**src/isa_map.svh**
```systemverilog
// Register offsets, field positions, reset values and bus codes of the status block
`ifndef ISA_MAP_SVH
`define ISA_MAP_SVH
// Register indices on the plain port
`define ISA_OFF_STATUS 3'h0
`define ISA_OFF_MASK   3'h1
`define ISA_OFF_CTRL   3'h2
`define ISA_OFF_SADDR  3'h3
`define ISA_OFF_TX     3'h4
`define ISA_OFF_RX     3'h5
// Status field positions
`define ISA_ST_ACK   15
`define ISA_ST_TRS   14
`define ISA_ST_BCL   10
`define ISA_ST_GC    9
`define ISA_ST_A10   8
`define ISA_ST_WCOL  7
`define ISA_ST_OV    6
`define ISA_ST_DA    5
`define ISA_ST_HALT  4
`define ISA_ST_BEGIN 3
`define ISA_ST_RW    2
`define ISA_ST_RBF   1
`define ISA_ST_TBF   0
// Control field positions
`define ISA_CT_TEN   0
`define ISA_CT_GENERAL_CALL_ENABLE  1
// Reset values and bus codes
`define ISA_MASK_RST  10'h000
`define ISA_SADDR_RST 10'h000
`define ISA_GC_ADDR   8'h00
`define ISA_TEN_PFX   5'h1E
`define ISA_BIT_LAST  4'h7
`define ISA_BIT_ACK   4'h8
`define ISA_BIT_END   4'h9
`endif

```
**src/isa_pkg.sv**
```systemverilog
// Types shared by the status and address mask block
package isa_pkg;
	// Slave address walk, Gray along idle-addr-addr2-data
	typedef enum logic [2:0] {
		ISA_IDLE  = 3'h0,
		ISA_ADDR  = 3'h1,
		ISA_ADDR2 = 3'h3,
		ISA_DATA  = 3'h2,
		ISA_SKIP  = 3'h6
	} isa_slave_t;
endpackage

```
**src/isa_status.sv**
```systemverilog
// Status flags, address mask matching and byte capture of the two-wire controller
//
// Decided for this implementation: strobed register access and the register offsets.
`timescale 1ns/1ps
`include "isa_map.svh"
module isa_status (
	input  wire logic        core_clk,      // System clock, 100 MHz
	input  wire logic        reset,         // Async, active high
	input  wire logic [2:0]  reg_addr,      // Register index
	input  wire logic [15:0] reg_wdata,     // Write data
	input  wire logic        reg_wr,        // Write strobe
	input  wire logic        reg_rd,        // Read strobe
	output logic      [15:0] reg_rdata,     // Read data, cycle after strobe
	input  wire logic        scl_in,        // Bus clock pin level
	input  wire logic        sda_in,        // Bus data pin level
	output logic             sda_out,       // Data pin drive value, always low
	output logic             sda_oe,        // High while pulling data low
	output logic             rx_pulse,      // One cycle: byte moved to buffer
	output logic             gcall_pulse,   // One cycle: general call taken
	output isa_pkg::isa_slave_t slave_state // Slave address walk state
);
	import isa_pkg::*;

	// Pin synchronisers and edge history
	logic [1:0] scl_sync_r, sda_sync_r;
	logic       scl_old_r, sda_old_r;
	// Software-visible storage
	logic [9:0] address_mask_r, saddr_r;
	logic [1:0] ctrl_r;
	logic [7:0] receive_buffer_r, rx_sh_r, tx_sh_r;
	// Status flags
	logic ack_r, trs_r, bcl_r, gc_r, a10_r, wcol_r, ov_r, da_r;
	logic halt_r, begin_r, rw_r, rbf_r, tbf_r;
	logic [3:0] bitcnt_r;
	isa_slave_t st_r;

	// Decoded bus events, each seen in the cycle the second sync stage takes the new level
	wire scl_s     = scl_sync_r[1];
	wire sda_s     = sda_sync_r[1];
	wire scl_rise  = scl_s & ~scl_old_r;
	wire scl_fall  = ~scl_s & scl_old_r;
	wire start_det = scl_s & scl_old_r & sda_old_r & ~sda_s;
	wire stop_det  = scl_s & scl_old_r & ~sda_old_r & sda_s;
	wire byte_done = scl_rise & (bitcnt_r == `ISA_BIT_LAST);
	wire ack_rise  = scl_rise & (bitcnt_r == `ISA_BIT_ACK);
	wire ack_end   = scl_fall & (bitcnt_r == `ISA_BIT_END);
	wire [7:0] byte_in = {rx_sh_r[6:0], sda_s};

	// Register strobes
	wire wr_status = reg_wr & (reg_addr == `ISA_OFF_STATUS);
	wire wr_tx     = reg_wr & (reg_addr == `ISA_OFF_TX);
	wire rd_rx     = reg_rd & (reg_addr == `ISA_OFF_RX);
	// Transmitter busy: a byte is still queued or on the wire
	wire busy      = trs_r | tbf_r;
	wire tx_take   = wr_tx & ~busy;
	wire tx_reject = wr_tx & busy;

	// Collision: we released the line but another party holds it low
	wire collide   = trs_r & scl_rise & ~bitcnt_r[3] & ~sda_oe & ~sda_s;

	// Masked address compares; a one in the mask ignores that bit
	wire ten_mode  = ctrl_r[`ISA_CT_TEN];
	wire gc_en     = ctrl_r[`ISA_CT_GENERAL_CALL_ENABLE];
	wire m7_hit    = ((byte_in[7:1] ^ saddr_r[6:0]) & ~address_mask_r[6:0]) == 7'h00;
	wire m10_hi    = (byte_in[7:3] == `ISA_TEN_PFX) &&
	                 (((byte_in[2:1] ^ saddr_r[9:8]) & ~address_mask_r[9:8]) == 2'h0);
	wire m10_lo    = ((byte_in ^ saddr_r[7:0]) & ~address_mask_r[7:0]) == 8'h00;
	wire gc_hit    = gc_en & (byte_in == `ISA_GC_ADDR);
	wire slave_on  = ~trs_r;
	wire in_addr   = slave_on & byte_done & (st_r == ISA_ADDR);
	wire in_addr2  = slave_on & byte_done & (st_r == ISA_ADDR2);
	wire in_data   = slave_on & byte_done & (st_r == ISA_DATA);
	wire addr_ok   = in_addr & ~gc_hit & (ten_mode ? m10_hi : m7_hit);
	wire addr2_ok  = in_addr2 & m10_lo;
	wire rx_store  = in_data & ~rw_r;

	// Status read image, unused bits zero
	wire [15:0] status_img = {ack_r, trs_r, 3'h0, bcl_r, gc_r, a10_r,
	                          wcol_r, ov_r, da_r, halt_r, begin_r, rw_r, rbf_r, tbf_r};
	// Read mux
	wire [15:0] rd_mux =
		(reg_addr == `ISA_OFF_STATUS) ? status_img :
		(reg_addr == `ISA_OFF_MASK)   ? {6'h00, address_mask_r} :
		(reg_addr == `ISA_OFF_CTRL)   ? {14'h0000, ctrl_r} :
		(reg_addr == `ISA_OFF_SADDR)  ? {6'h00, saddr_r} :
		(reg_addr == `ISA_OFF_RX)     ? {8'h00, receive_buffer_r} : 16'h0000;

	// Software clears: writing zero to a clearable flag clears it
	wire clr_bcl   = wr_status & ~reg_wdata[`ISA_ST_BCL];
	wire clr_wcol  = wr_status & ~reg_wdata[`ISA_ST_WCOL];
	wire clr_ov    = wr_status & ~reg_wdata[`ISA_ST_OV];
	wire clr_halt  = wr_status & ~reg_wdata[`ISA_ST_HALT];
	wire clr_begin = wr_status & ~reg_wdata[`ISA_ST_BEGIN];

	// Two-flop synchronisers; only the second stage is read by logic
	always_ff @(posedge core_clk or posedge reset) begin
		if (reset) begin
			scl_sync_r <= 2'h3;
			sda_sync_r <= 2'h3;
			scl_old_r  <= 1'b1;
			sda_old_r  <= 1'b1;
		end else begin
			scl_sync_r <= {scl_sync_r[0], scl_in};
			sda_sync_r <= {sda_sync_r[0], sda_in};
			scl_old_r  <= scl_s;
			sda_old_r  <= sda_s;
		end
	end

	// Software registers and read data
	always_ff @(posedge core_clk or posedge reset) begin
		if (reset) begin
			address_mask_r <= `ISA_MASK_RST;
			saddr_r        <= `ISA_SADDR_RST;
			ctrl_r         <= 2'h0;
			reg_rdata      <= 16'h0000;
		end else begin
			if (reg_wr & (reg_addr == `ISA_OFF_MASK))
				address_mask_r <= reg_wdata[9:0];
			if (reg_wr & (reg_addr == `ISA_OFF_CTRL))
				ctrl_r <= reg_wdata[1:0];
			if (reg_wr & (reg_addr == `ISA_OFF_SADDR))
				saddr_r <= reg_wdata[9:0];
			reg_rdata <= reg_rd ? rd_mux : 16'h0000;
		end
	end

	// Bit counter: 0..7 data bits, 8 ack clock, 9 until ack ends
	always_ff @(posedge core_clk or posedge reset) begin
		if (reset) begin
			bitcnt_r <= 4'h0;
			rx_sh_r  <= 8'h00;
		end else if (start_det | stop_det) begin
			bitcnt_r <= 4'h0;
		end else if (scl_rise & (bitcnt_r <= `ISA_BIT_ACK)) begin
			bitcnt_r <= bitcnt_r + 4'h1;
			rx_sh_r  <= byte_in;
		end else if (ack_end) begin
			bitcnt_r <= 4'h0;
		end
	end

	// Master transmitter: drives the byte, releases for the ack
	always_ff @(posedge core_clk or posedge reset) begin
		if (reset) begin
			trs_r   <= 1'b0;
			tbf_r   <= 1'b0;
			ack_r   <= 1'b0;
			tx_sh_r <= 8'h00;
			sda_oe  <= 1'b0;
		end else if (collide | stop_det) begin
			// Lost arbitration or bus ended: let go at once
			trs_r  <= 1'b0;
			tbf_r  <= 1'b0;
			sda_oe <= 1'b0;
		end else if (tx_take) begin
			trs_r   <= 1'b1;
			tbf_r   <= 1'b1;
			tx_sh_r <= reg_wdata[7:0];
			sda_oe  <= ~reg_wdata[7];
		end else if (trs_r & scl_fall & (bitcnt_r < `ISA_BIT_ACK) & (bitcnt_r != 4'h0)) begin
			tx_sh_r <= {tx_sh_r[6:0], 1'b0};
			sda_oe  <= ~tx_sh_r[6];
		end else if (trs_r & scl_fall & (bitcnt_r == `ISA_BIT_ACK)) begin
			sda_oe <= 1'b0;
		end else if (trs_r & ack_rise) begin
			ack_r <= sda_s;
		end else if (trs_r & ack_end) begin
			trs_r <= 1'b0;
			tbf_r <= 1'b0;
		end
	end

	// Drive value never changes; only the enable moves
	always_ff @(posedge core_clk or posedge reset) begin
		if (reset)
			sda_out <= 1'b0;
		else
			sda_out <= 1'b0;
	end

	// Sticky flags; a set in the same cycle beats the clear
	always_ff @(posedge core_clk or posedge reset) begin
		if (reset) begin
			bcl_r   <= 1'b0;
			wcol_r  <= 1'b0;
			ov_r    <= 1'b0;
			halt_r  <= 1'b0;
			begin_r <= 1'b0;
		end else begin
			bcl_r   <= collide | (bcl_r & ~clr_bcl);
			wcol_r  <= tx_reject | (wcol_r & ~clr_wcol);
			ov_r    <= (rx_store & rbf_r) | (ov_r & ~clr_ov);
			halt_r  <= stop_det | (halt_r & ~clr_halt & ~start_det);
			begin_r <= start_det | (begin_r & ~clr_begin & ~stop_det);
		end
	end

	// Slave address walk and the flags it owns
	always_ff @(posedge core_clk or posedge reset) begin
		if (reset) begin
			st_r   <= ISA_IDLE;
			gc_r   <= 1'b0;
			a10_r  <= 1'b0;
			da_r   <= 1'b0;
			rw_r   <= 1'b0;
		end else if (stop_det) begin
			st_r  <= ISA_IDLE;
			gc_r  <= 1'b0;
			a10_r <= 1'b0;
		end else if (start_det) begin
			st_r <= ISA_ADDR;
		end else if (in_addr & gc_hit) begin
			st_r <= ISA_DATA;
			gc_r <= 1'b1;
			da_r <= 1'b0;
			rw_r <= 1'b0;
		end else if (addr_ok) begin
			// Ten-bit read after restart needs no second byte
			rw_r <= byte_in[0];
			if (!ten_mode || (byte_in[0] && a10_r)) begin
				st_r <= ISA_DATA;
				da_r <= 1'b0;
			end else begin
				st_r <= ISA_ADDR2;
			end
		end else if (in_addr2) begin
			st_r  <= addr2_ok ? ISA_DATA : ISA_SKIP;
			a10_r <= a10_r | addr2_ok;
			if (addr2_ok)
				da_r <= 1'b0;
		end else if (in_addr) begin
			st_r <= ISA_SKIP;
		end else if (in_data) begin
			da_r <= 1'b1;
		end else begin
			case (st_r)
				ISA_IDLE, ISA_ADDR, ISA_ADDR2, ISA_DATA, ISA_SKIP: st_r <= st_r;
				default: st_r <= ISA_IDLE;
			endcase
		end
	end

	// Receive buffer; a full buffer keeps its unread byte
	always_ff @(posedge core_clk or posedge reset) begin
		if (reset) begin
			receive_buffer_r <= 8'h00;
			rbf_r            <= 1'b0;
			rx_pulse         <= 1'b0;
			gcall_pulse      <= 1'b0;
		end else begin
			rx_pulse    <= rx_store & ~rbf_r;
			gcall_pulse <= in_addr & gc_hit;
			if (rx_store & ~rbf_r)
				receive_buffer_r <= byte_in;
			rbf_r <= (rx_store & ~rbf_r) | (rbf_r & ~rd_rx);
		end
	end

	assign slave_state = st_r;

	// Checks
	AST_ACK: assert property (@(posedge core_clk) disable iff (reset)
		(trs_r & ack_rise & ~collide & ~stop_det) |=> (ack_r == $past(sda_s)))
		else $error("ack status not taken from ack bit");
	AST_TRS_END: assert property (@(posedge core_clk) disable iff (reset)
		(trs_r & ack_end & ~stop_det) |=> (!trs_r && !tbf_r))
		else $error("transmit flags not cleared at ack end");
	AST_BCL: assert property (@(posedge core_clk) disable iff (reset)
		collide |=> (bcl_r && !trs_r && !sda_oe))
		else $error("collision not flagged or line not released");
	AST_STOP_CLR: assert property (@(posedge core_clk) disable iff (reset)
		stop_det |=> (!gc_r && !a10_r && halt_r && !begin_r && st_r == ISA_IDLE))
		else $error("stop did not reset address flags");
	AST_WCOL: assert property (@(posedge core_clk) disable iff (reset)
		(wr_tx & busy) |=> (wcol_r && ($past(scl_fall) || $stable(tx_sh_r))))
		else $error("busy write not rejected");
	AST_OV: assert property (@(posedge core_clk) disable iff (reset)
		(rx_store & rbf_r) |=> (ov_r && $stable(receive_buffer_r)))
		else $error("overflow not flagged or buffer overwritten");
	AST_START: assert property (@(posedge core_clk) disable iff (reset)
		start_det |=> (begin_r && !halt_r && st_r == ISA_ADDR))
		else $error("start not recorded");
	AST_RBF: assert property (@(posedge core_clk) disable iff (reset)
		(rx_store & ~rbf_r) |=> (rbf_r && rx_pulse && receive_buffer_r == $past(byte_in)))
		else $error("byte not moved to buffer");
	AST_MASK_HI: assert property (@(posedge core_clk) disable iff (reset)
		(reg_rd & reg_addr == `ISA_OFF_MASK) |=> (reg_rdata == {6'h00, $past(address_mask_r)}))
		else $error("mask upper bits not zero");
	AST_GC_SET: assert property (@(posedge core_clk) disable iff (reset)
		(in_addr & gc_hit) |=> (gc_r && gcall_pulse && st_r == ISA_DATA))
		else $error("general call not taken");
	AST_TEN_SET: assert property (@(posedge core_clk) disable iff (reset)
		addr2_ok |=> (a10_r && !da_r && st_r == ISA_DATA))
		else $error("ten-bit match not recorded");
	AST_DATA_FLAG: assert property (@(posedge core_clk) disable iff (reset)
		in_data |=> da_r)
		else $error("data byte not marked");
	AST_RW_DIR: assert property (@(posedge core_clk) disable iff (reset)
		addr_ok |=> (rw_r == $past(byte_in[0])))
		else $error("direction not taken from address byte");
	AST_TX_SET: assert property (@(posedge core_clk) disable iff (reset)
		(tx_take & ~stop_det) |=> (trs_r && tbf_r && sda_oe == !$past(reg_wdata[7])))
		else $error("transmit write not taken");
	AST_RSVD: assert property (@(posedge core_clk) disable iff (reset)
		(reg_rd & reg_addr == `ISA_OFF_STATUS) |=> (reg_rdata[13:11] == 3'h0))
		else $error("status reserved bits not zero");
endmodule // isa_status

```
**config.mk**
```make
export PLATFORM = sky130hd
export DESIGN_NAME = isa_status
export DESIGN_NICKNAME = d
export VERILOG_FILES = /design/src/isa_pkg.sv /design/src/isa_status.sv
export VERILOG_INCLUDE_DIRS = /design/src
export SDC_FILE = /design/constraint.sdc
export NUM_CORES = 1
export LEC_CHECK = 0
export ABC_AREA = 1
export BUFFER_PORTS_ARGS = -buffer_cell sky130_fd_sc_hd__buf_2
export CAP_MARGIN = 25
export CORE_ASPECT_RATIO = 1.25
export CORE_MARGIN = 1.5
export CORE_UTILIZATION = 35
export CTS_CLUSTER_SIZE = 25
export DETAILED_ROUTE_END_ITERATION = 16
export SKIP_LAST_GASP = 1
export SLEW_MARGIN = 20
export SYNTH_ARGS = -nofsm -noshare
export SYNTH_HDL_FRONTEND = slang
export SYNTH_SLANG_ARGS = --single-unit
```
**constraint.sdc**
```tcl
create_clock -name core_clk -period 3.23 [get_ports core_clk]
set_clock_uncertainty 0.2 [all_clocks]
set_input_delay 0.646 -clock core_clk [delete_from_list [all_inputs] [get_ports core_clk]]
set_output_delay 0.646 -clock core_clk [all_outputs]
set_load 0.01 [all_outputs]
```
=== Yosys cells after proc, flatten, opt, wreduce, memory -nomap -nowiden ===
Index checks and enable logic that the tools add are counted.

* Bitwise logic cells: 101
* Muxes and demuxes: 49
* $add $sub $neg: 1
* $lt $le $gt $ge: 2
* Reduce and logical (&&, ||, !) cells: 29
* Eq/ne operators: 24

{| class="wikitable"
|+ Operators by type and width
! operator !! count
|-
| 1-bit AND || 54
|-
| 16-bit two-way mux || 2
|-
| 10-bit two-way mux || 3
|-
| 1-bit two-way mux || 29
|-
| 1-bit NOT || 29
|-
| 3-bit two-way mux || 9
|-
| 8-bit zero test || 2
|-
| 7-bit two-way mux || 2
|-
| 3-bit by 2-bit == test with 1-bit output, second input constant || 4
|-
| 4-bit two-way mux || 3
|-
| 4-bit nonzero test || 3
|-
| 3-bit == test, second input constant || 3
|-
| 3-bit != test, second input constant || 3
|-
| 1-bit bitwise OR || 9
|-
| 8-bit AND || 1
|-
| 4-bit == test, second input constant || 2
|-
| 8-bit two-way mux || 1
|-
| 4-bit by 1-bit != test with 1-bit output, second input constant || 2
|-
| 8-bit NOT || 1
|-
| 2-bit AND reduction || 4
|-
| 4-bit AND reduction || 2
|-
| 2-bit nonzero test || 4
|-
| 8-bit bitwise XOR || 1
|-
| 7-bit AND || 1
|-
| 27 further kinds || 32
|}

* Input bits: 25
* Flip-flop bits (word level): 88
* Output and inout bits: 23

=== Longest topological paths before layout ===
Gate-level depths: netlist of run 1.

* Word-level depth: 12
* Mapped depth: 13
* Mapped depth without buffers: 13

=== Worst setup path before layout of run 1 ===
OpenSTA, ideal clock, no wires.

* Kind: input to register
* From: input reg_addr[0]
* To: register tx_sh_r[1]
* Path slack: 1.326 ns
* Setup time: 0.124 ns
* Arrival: 1.580 ns
* Cell stages on the path: 7
* Cell sequence: inv_1 nand4_1 nor2_1 buf_2 nand2_1 o211ai_1 nand2_1

* Longest elaborated chain between the ends: 5

{| class="wikitable"
|+ RTL lines
! item !! RTL line !! RTL
|-
| start: declaration || isa_status.sv:9 || <nowiki>input wire logic [2:0] reg_addr,</nowiki>
|-
| 3-bit == test (no line) * || n/a ||
|-
| 1-bit AND * || isa_status.sv:51 || <nowiki>wire wr_tx = reg_wr & (reg_addr == `ISA_OFF_TX);</nowiki>
|-
| 1-bit AND * || isa_status.sv:55 || <nowiki>wire tx_take = wr_tx & ~busy;</nowiki>
|-
| 2-bit nonzero test (no line) || n/a ||
|-
| 2-bit AND reduction (no line) || n/a ||
|-
| end signal: assignment || isa_status.sv:159 || <nowiki>tx_sh_r <= reg_wdata[7:0];</nowiki>
|-
| end signal: assignment || isa_status.sv:162 || <nowiki>tx_sh_r <= {tx_sh_r[6:0], 1'b0};</nowiki>
|-
| end: declaration || isa_status.sv:30 || <nowiki>logic [7:0] receive_buffer_r, rx_sh_r, tx_sh_r;</nowiki>
|}

Every way passes the cells marked *; elsewhere a longest branch is shown, timed or not.
A chain may end at the register's enable or synchronous reset.

=== Worst setup path after layout of run 1 ===
* From: register bitcnt_r[0]
* To: register st_r[2] (netlist: slave_state[2])

* Longest elaborated chain between the ends: 11

{| class="wikitable"
|+ RTL lines
! item !! RTL line !! RTL
|-
| start: declaration || isa_status.sv:34 || <nowiki>logic [3:0] bitcnt_r;</nowiki>
|-
| start signal: assignment || isa_status.sv:136 || <nowiki>bitcnt_r <= bitcnt_r + 4'h1;</nowiki>
|-
| 4-bit by 3-bit == test with 1-bit output (no line) * || n/a ||
|-
| 1-bit AND * || isa_status.sv:44 || <nowiki>wire byte_done = scl_rise & (bitcnt_r == `ISA_BIT_LAST);</nowiki>
|-
| 1-bit AND * || isa_status.sv:70, isa_status.sv:71, isa_status.sv:72 ||
|-
| 1-bit AND || isa_status.sv:71 || <nowiki>wire in_addr2 = slave_on & byte_done & (st_r == ISA_ADDR2);</nowiki>
|-
| 1-bit AND || isa_status.sv:74 || <nowiki>wire addr2_ok = in_addr2 & m10_lo;</nowiki>
|-
| 3-bit two-way mux || isa_status.sv:228 || <nowiki>st_r <= addr2_ok ? ISA_DATA : ISA_SKIP;</nowiki>
|-
| 3-bit two-way mux || isa_status.sv:227 || <nowiki>end else if (in_addr2) begin</nowiki>
|-
| 3-bit two-way mux || isa_status.sv:218 || <nowiki>end else if (addr_ok) begin</nowiki>
|-
| 3-bit two-way mux || isa_status.sv:213 || <nowiki>end else if (in_addr & gc_hit) begin</nowiki>
|-
| 3-bit two-way mux || isa_status.sv:211 || <nowiki>end else if (start_det) begin</nowiki>
|-
| 3-bit two-way mux || isa_status.sv:207 || <nowiki>end else if (stop_det) begin</nowiki>
|-
| end signal: assignment || isa_status.sv:228 ||
|-
| end signal: assignment || isa_status.sv:238 || <nowiki>ISA_IDLE, ISA_ADDR, ISA_ADDR2, ISA_DATA, ISA_SKIP: st_r <= st_r;</nowiki>
|-
| end: declaration || isa_status.sv:35 || <nowiki>isa_slave_t st_r;</nowiki>
|}

Marks and branches as above.

==> flow_summary.yaml, run 1 <==
synth:
  synth_top_area_share: 0.489
  syn-mean-instance-area_um2: 8.19
  yosysMostFrequentCell: "nand2_1"
  synth_area_leaders: "dfrtp_1 (49%), nand2_1 (12%), o21ai_0 (7.9%)"
  syn_area_mm2: 0.00404
  yosys-top-cells-count: "nand2_1 (124), dfrtp_1 (79), o21ai_0 (64), inv_1 (63), nor2_1 (31)"
  ys_warn_count: 0
  synth_cell_types: 36
  synth_top_area_cell: "dfrtp_1"
  async_flop_share: 1.00
  ys.flop_type: "dfrtp_1"
  synth_seq_cells: 85
  synth-edff-count: 0
  yosysSeqAreaShare: 0.528
  netlist_instances: 494
grt:
  grt_max_degree: 86
  met1_usage: 0.228
  met3_usage: 0.0226
  grt_busiest_layer: "met2"
  grt_pass1_vias: 3297
  grt_usage: 0.178
  grt-ovfl-total: 0
  antenna_found_initial: 0
  grt_pass1_wl_um: 16700
  met2_usage: 0.297
timing:
  max_freq_mhz: 469
  relSlewSlack: 0.561
  fin_crit_sh: 0.660
  rsz0062_at_grt: "no"
  finalCriticalPeriod_ps: 2130
  finalMaxSlewViolations: 0
  setup_viol: 0
  hold_violations: 0
  setup_ws_ps: 1100
  tightest_slew_ps: 656
  finalSetupTns_ps: 0
clock_tree:
  cts_tree: "built"
  cts_root_buf: "clkbuf_16"
  ctsHoldBuffers: 0
  cts-htree-levels: 3
  postCtsResizedCells: 0
  cts_num_sinks: 85
  post_cts_buffers: 0
  clock_latency_ps: 340
  clockBufferDepth: 2
  cts_made_buffers: 9
  clk_pin_slew_ps: 60
power:
  p_seq_frac: 0.467
  p_sw_frac: 0.316
  p_int_uw: 2100
  p_leak_uw: 0.00231
  fin_total_pwr_uw: 3070
  p_sw_uw: 971
  irDropWorstVdd_v: 0.000265
  power_frac_clock: 0.341
  p_per_area_mw_per_mm2: 656
  power_frac_comb: 0.192
floorplan:
  num_io_pins: 48
  die_h_um: 123
  dieWidth_um: 99.1
  coreArea_mm2: 0.0112
  initial_core_util: 0.361
  dieArea_mm2: 0.0122
  fp-row-count: 43
worst_setup_path:
  rrSetupSlack_ps: 1100
  cp.required_ps: 3250
  worst_r2r_path_depth: 10
  crit_path_start_kind: "register"
  critical_path.endpoint_type: "register"
  arrival_ps: 2150
  critPathMaxFanout: 4
  crit_type: "reg -> reg"
routing:
  ant_nets: 0
  vias: 3408
  drt_pre_antenna_iters: 7
  wire_per_inst_um: 15.1
  drt-vias-per-instance: 5.05
  wirelength_um: 10200
  post-route-drc-count: 0
  drtIter0Drc: 223
placed_design:
  portBuffers: 38
  dp_hpwl_um: 7580
  pre_cts_slack_ps: 814
  dpl.cell_count: 659
  gp_congestion: 0.887
run_status:
  outcome: "complete, no violations"
cells_and_area:
  final_cells: 675
  drive_gt1_frac: 0.150
  layout.nets: 563
  fillerInstances: 1154
  area_delta_synth_final_pct: 15.7
  diodes: 0
run:
  drv_cap: 0
hold_path:
  hold_class: "reg -> reg"
  hold_depth: 0
## path summary, 6_finish.rpt
kind	startpoint	endpoint
worst max-delay path	bitcnt_r[0]$_DFFE_PP0P_	slave_state[2]$_DFFE_PP0P_
worst min-delay path	scl_sync_r[0]$_DFF_PP1_	scl_sync_r[1]$_DFF_PP1_
worst max register to register	bitcnt_r[0]$_DFFE_PP0P_	slave_state[2]$_DFFE_PP0P_
worst min register to register	scl_sync_r[0]$_DFF_PP1_	scl_sync_r[1]$_DFF_PP1_
max in group asynchronous	reset	scl_old_r$_DFF_PP1_
min in group asynchronous	reset	receive_buffer_r[5]$_DFFE_PP0P_
## layer usage
layer,vias to the layer above,part of all wire
met5,-,0
met4,0,0.028
met3,18,0.027
met2,79,0.48
met1,1620,0.46
li1,1691,-
## power groups by stage
| stage | sequential (uW) | combinational [uW] | clock (uW) |
|---|---|---|---|
| after floorplan | 1390 | 450 | 0 |
| after global placement | 1440 | 572 | 0 |
| after detailed placement | 1450 | 590 | 0 |
| after CTS | 1430 | 592 | 1070 |
| after global routing | 1460 | 691 | 1110 |
| final | 1430 | 588 | 1050 |
## through the flow
stage	hold slack, ps	instance area [um2]	utilization
after global placement	146	4380	0.391
after floorplan	145	4060	-
after global routing	164	4680	0.418
final	155	4680	0.418
after detailed placement	147	4380	0.391
after CTS	156	4680	0.418
## cell usage in the layout (no fill, tap or decap), types with 2 or more instances in the layout
cell type	n
nand2_1	124
dfrtp_1	79
o21ai_0	64
inv_1	62
buf_2	38
nor2_1	31
nand3_1	21
a21oi_1	20
o21ai_1	10
o211ai_1	10
clkbuf_16	9
nand4_1	8
inv_2	7
nor3_1	6
dfstp_2	6
a221oi_1	5
conb_1	4
nor2_2	3
nor4_1	3
clkinv_2	3
ha_1	3
o22ai_1	2
o21bai_1	2
clkbuf_8	2
buf_4	2
## area by class of cell
| class | instances | area, um2 | area share |
|---|---|---|---|
| multi-input combinational | 327 | 1580 | 0.337 |
| tap | 135 | 169 | 0.0361 |
| timing repair buffer | 41 | 225 | 0.0481 |
| clock inverter | 4 | 47.5 | 0.0102 |
| sequential | 85 | 2130 | 0.456 |
| inverter | 71 | 270 | 0.0577 |
| clock buffer | 12 | 256 | 0.0548 |
## sequential cells by signal, indices dropped and copies added, names as in the netlist, 2 cells and up
| name | count |
|---|---|
| address_mask_r | 10 |
| bitcnt_r | 4 |
| ctrl_r | 2 |
| receive_buffer_r | 8 |
| reg_rdata | 13 |
| rx_sh_r | 7 |
| saddr_r | 10 |
| scl_sync_r | 2 |
| sda_sync_r | 2 |
| slave_state | 3 |
| tx_sh_r | 7 |
## cell families (layout without fill, tap and decap cells)
kind of cell,Yosys count,in the layout,share of synthesized area
other,1,4,0.000927
buffers and inverters,85,128,0.0848
AO/OA/AOI/OAI,118,118,0.164
AND/OR/NAND/NOR,202,202,0.213
flip-flops,85,85,0.528
adder cells (fa/ha/maj),3,3,0.00928
## worst max-delay path, stage by stage (launching register included)
cell	delay, ps
dfrtp_1	390
ha_1	190
inv_1	60
nor2_1	230
nand2_1	130
nor3_1	220
inv_1	110
nor2_1	180
nand3_1	120
nand4_1	100
o21ai_0	90
Power figures use the tool's default switching activity.
==> inputs of run 2 (changes only) <==
- clock period: 3.23 -> 2.1 ns (I/O delays scaled with it)
==> run 2 against run 1 <==
Final cell count up 2.4%. Register-to-register slack worse by 980 ps. Via count up 2.2%. Die area unchanged. Cell area up 3.8%. Global-route usage down 0.073 points. Sequential power up 54%. Utilization up 1.6 points. Critical path depth down 1. Count of clock-buffer cells in the layout up 2. Critical path type unchanged.
==> flow_summary.yaml, run 2 (synthesized netlist as in run 1, its figures left out) <==
routing:
  drt_pre_antenna_iters: 5
  post-route-drc-count: 0
  drtIter0Drc: 182
  vias: 3484
  drt-vias-per-instance: 5.04
  ant_nets: 0
  wirelength_um: 10200
  wire_per_inst_um: 14.8
cells_and_area:
  diodes: 0
  area_delta_synth_final_pct: 20.1
  regMostFlops: "reg_rdata"
  largest_reg_flops: 13
  drive_gt1_frac: 0.176
  layout.nets: 579
  design_area_mm2: 0.00486
  final_cells: 691
  final_cell_mix: "nand2_1 (124), dfrtp_1 (79), o21ai_0 (64)"
  final_common_cell: "nand2_1"
  reg.largest.list: "reg_rdata: 13 flops, address_mask_r: 10 flops, saddr_r: 10 flops"
placed_design:
  dpl.cell_count: 672
  gp_congestion: 0.922
  pre_cts_slack_ps: 23.7
  portBuffers: 38
  dp_hpwl_um: 7810
  dpl_cell_area_mm2: 0.00451
worst_setup_path:
  arrival_ps: 2000
  crit_path_start_kind: "register"
  worst_r2r_path_depth: 9
  critPathMaxFanout: 5
  critical_path.endpoint_type: "register"
  reg2reg_from: "scl_sync_r[1]$_DFF_PP1_"
  crit_type: "reg -> reg"
  worstSetupStartpoint: "scl_sync_r[1]$_DFF_PP1_"
  cp.required_ps: 2120
timing:
  finalCriticalPeriod_ps: 1980
  fin_crit_sh: 0.944
  setup_viol: 0
  relSlewSlack: 0.620
  tightest_slew_ps: 568
  rsz0062_at_grt: "yes"
  finalSetupTns_ps: 0
  setup_ws_ps: 118
  max_freq_mhz: 505
  hold_violations: 0
  finalMaxSlewViolations: 0
floorplan:
  num_io_pins: 48
  fp-row-count: 43
  die_h_um: 123
  initial_core_util: 0.361
  coreArea_mm2: 0.0112
  dieArea_mm2: 0.0122
  dieWidth_um: 99.1
hold_path:
  min_from: "reg_wdata[10]"
  hold_depth: 3
  hold_class: "in -> reg"
clock_tree:
  cts_tree: "built"
  cts_root_buf: "clkbuf_16"
  cts-htree-levels: 3
  cts_num_sinks: 85
  clockBufferDepth: 2
  clk_pin_slew_ps: 60
  clock_latency_ps: 340
  cts_made_buffers: 9
run:
  drv_cap: 0
run_status:
  outcome: "complete, no violations"
power:
  fin_total_pwr_uw: 4720
  irDropWorstVdd_v: 0.000344
  p_leak_uw: 0.00239
  p_per_area_mw_per_mm2: 972
grt:
  antenna_found_initial: 0
  grt-ovfl-total: 0
  grt_pass1_wl_um: 16600
  grt_pass1_vias: 3305
  grt_max_degree: 33
  grt_usage: 0.177
[run 2: cell count changes in the layout (fill, tap and decap cells not counted), sizes merged]
cell,change
buf,+13
clkinv,-3
dlygate4sd3,+3
clkbuf,+2
clkinvlp,+2
bufinv,-1
[run 2: area by class of cell]
type	instances	area (um2)
fillers	1139	6330
clock buffers	14	284
well taps	135	169
repair buffers	57	390
flip-flops and latches	85	2130
multi-input cells	327	1590
clock inverters	2	15.0
inverters	71	273
[run 2: per-stage QoR]
step	utilization	hold WS, ps
2_1_floorplan	-	145
3_3_place_gp	0.403	147
3_5_place_dp	0.403	148
4_1_cts	0.433	132
5_1_grt	0.434	161
6_report	0.434	140
[run 2: final timing paths]
| check | endpoint | slack (ps) |
|---|---|---|
| max | slave_state[2]$_DFFE_PP0P_ | 120 |
| min | bcl_r$_DFF_PP0_ | 140 |
| max reg2reg | slave_state[2]$_DFFE_PP0P_ | 120 |
| min reg2reg | sda_sync_r[1]$_DFF_PP1_ | 160 |
| max in group asynchronous | saddr_r[8]$_DFFE_PP0P_ | 670 |
| min in group asynchronous | bcl_r$_DFF_PP0_ | 480 |
[run 2: repair_timing]
action	in CTS	in global routing
hold endpoints to repair	18	0
setup buffers	0	0
gates resized for setup	0	4
endpoints found under the setup margin	0	8
hold buffers	3	0
[run 2: routing by layer]
layer,up-vias,GRT usage,wire length [um]
li1,1726,-,-
met1,1643,0.223,4650
met2,97,0.300,4910
met3,18,0.0350,436
met4,0,0.0731,244
met5,-,0,0
[run 2: critical path, stage by stage (launching register included)]
cell,delay [ps]
dfstp_2,580
nand2_2,90
nor2_2,170
nand2_1,120
nor3_2,160
inv_1,110
nor2_2,130
nand3_1,110
nand4_1,100
o21ai_0,90
[run 2: where the power goes]
part           internal (uW)  switching [uW]  leakage [uW]
logic                    361             602       0.00115
registers               1920             278       0.00111
clock network            931             629      0.000141
total                   3210            1510       0.00239
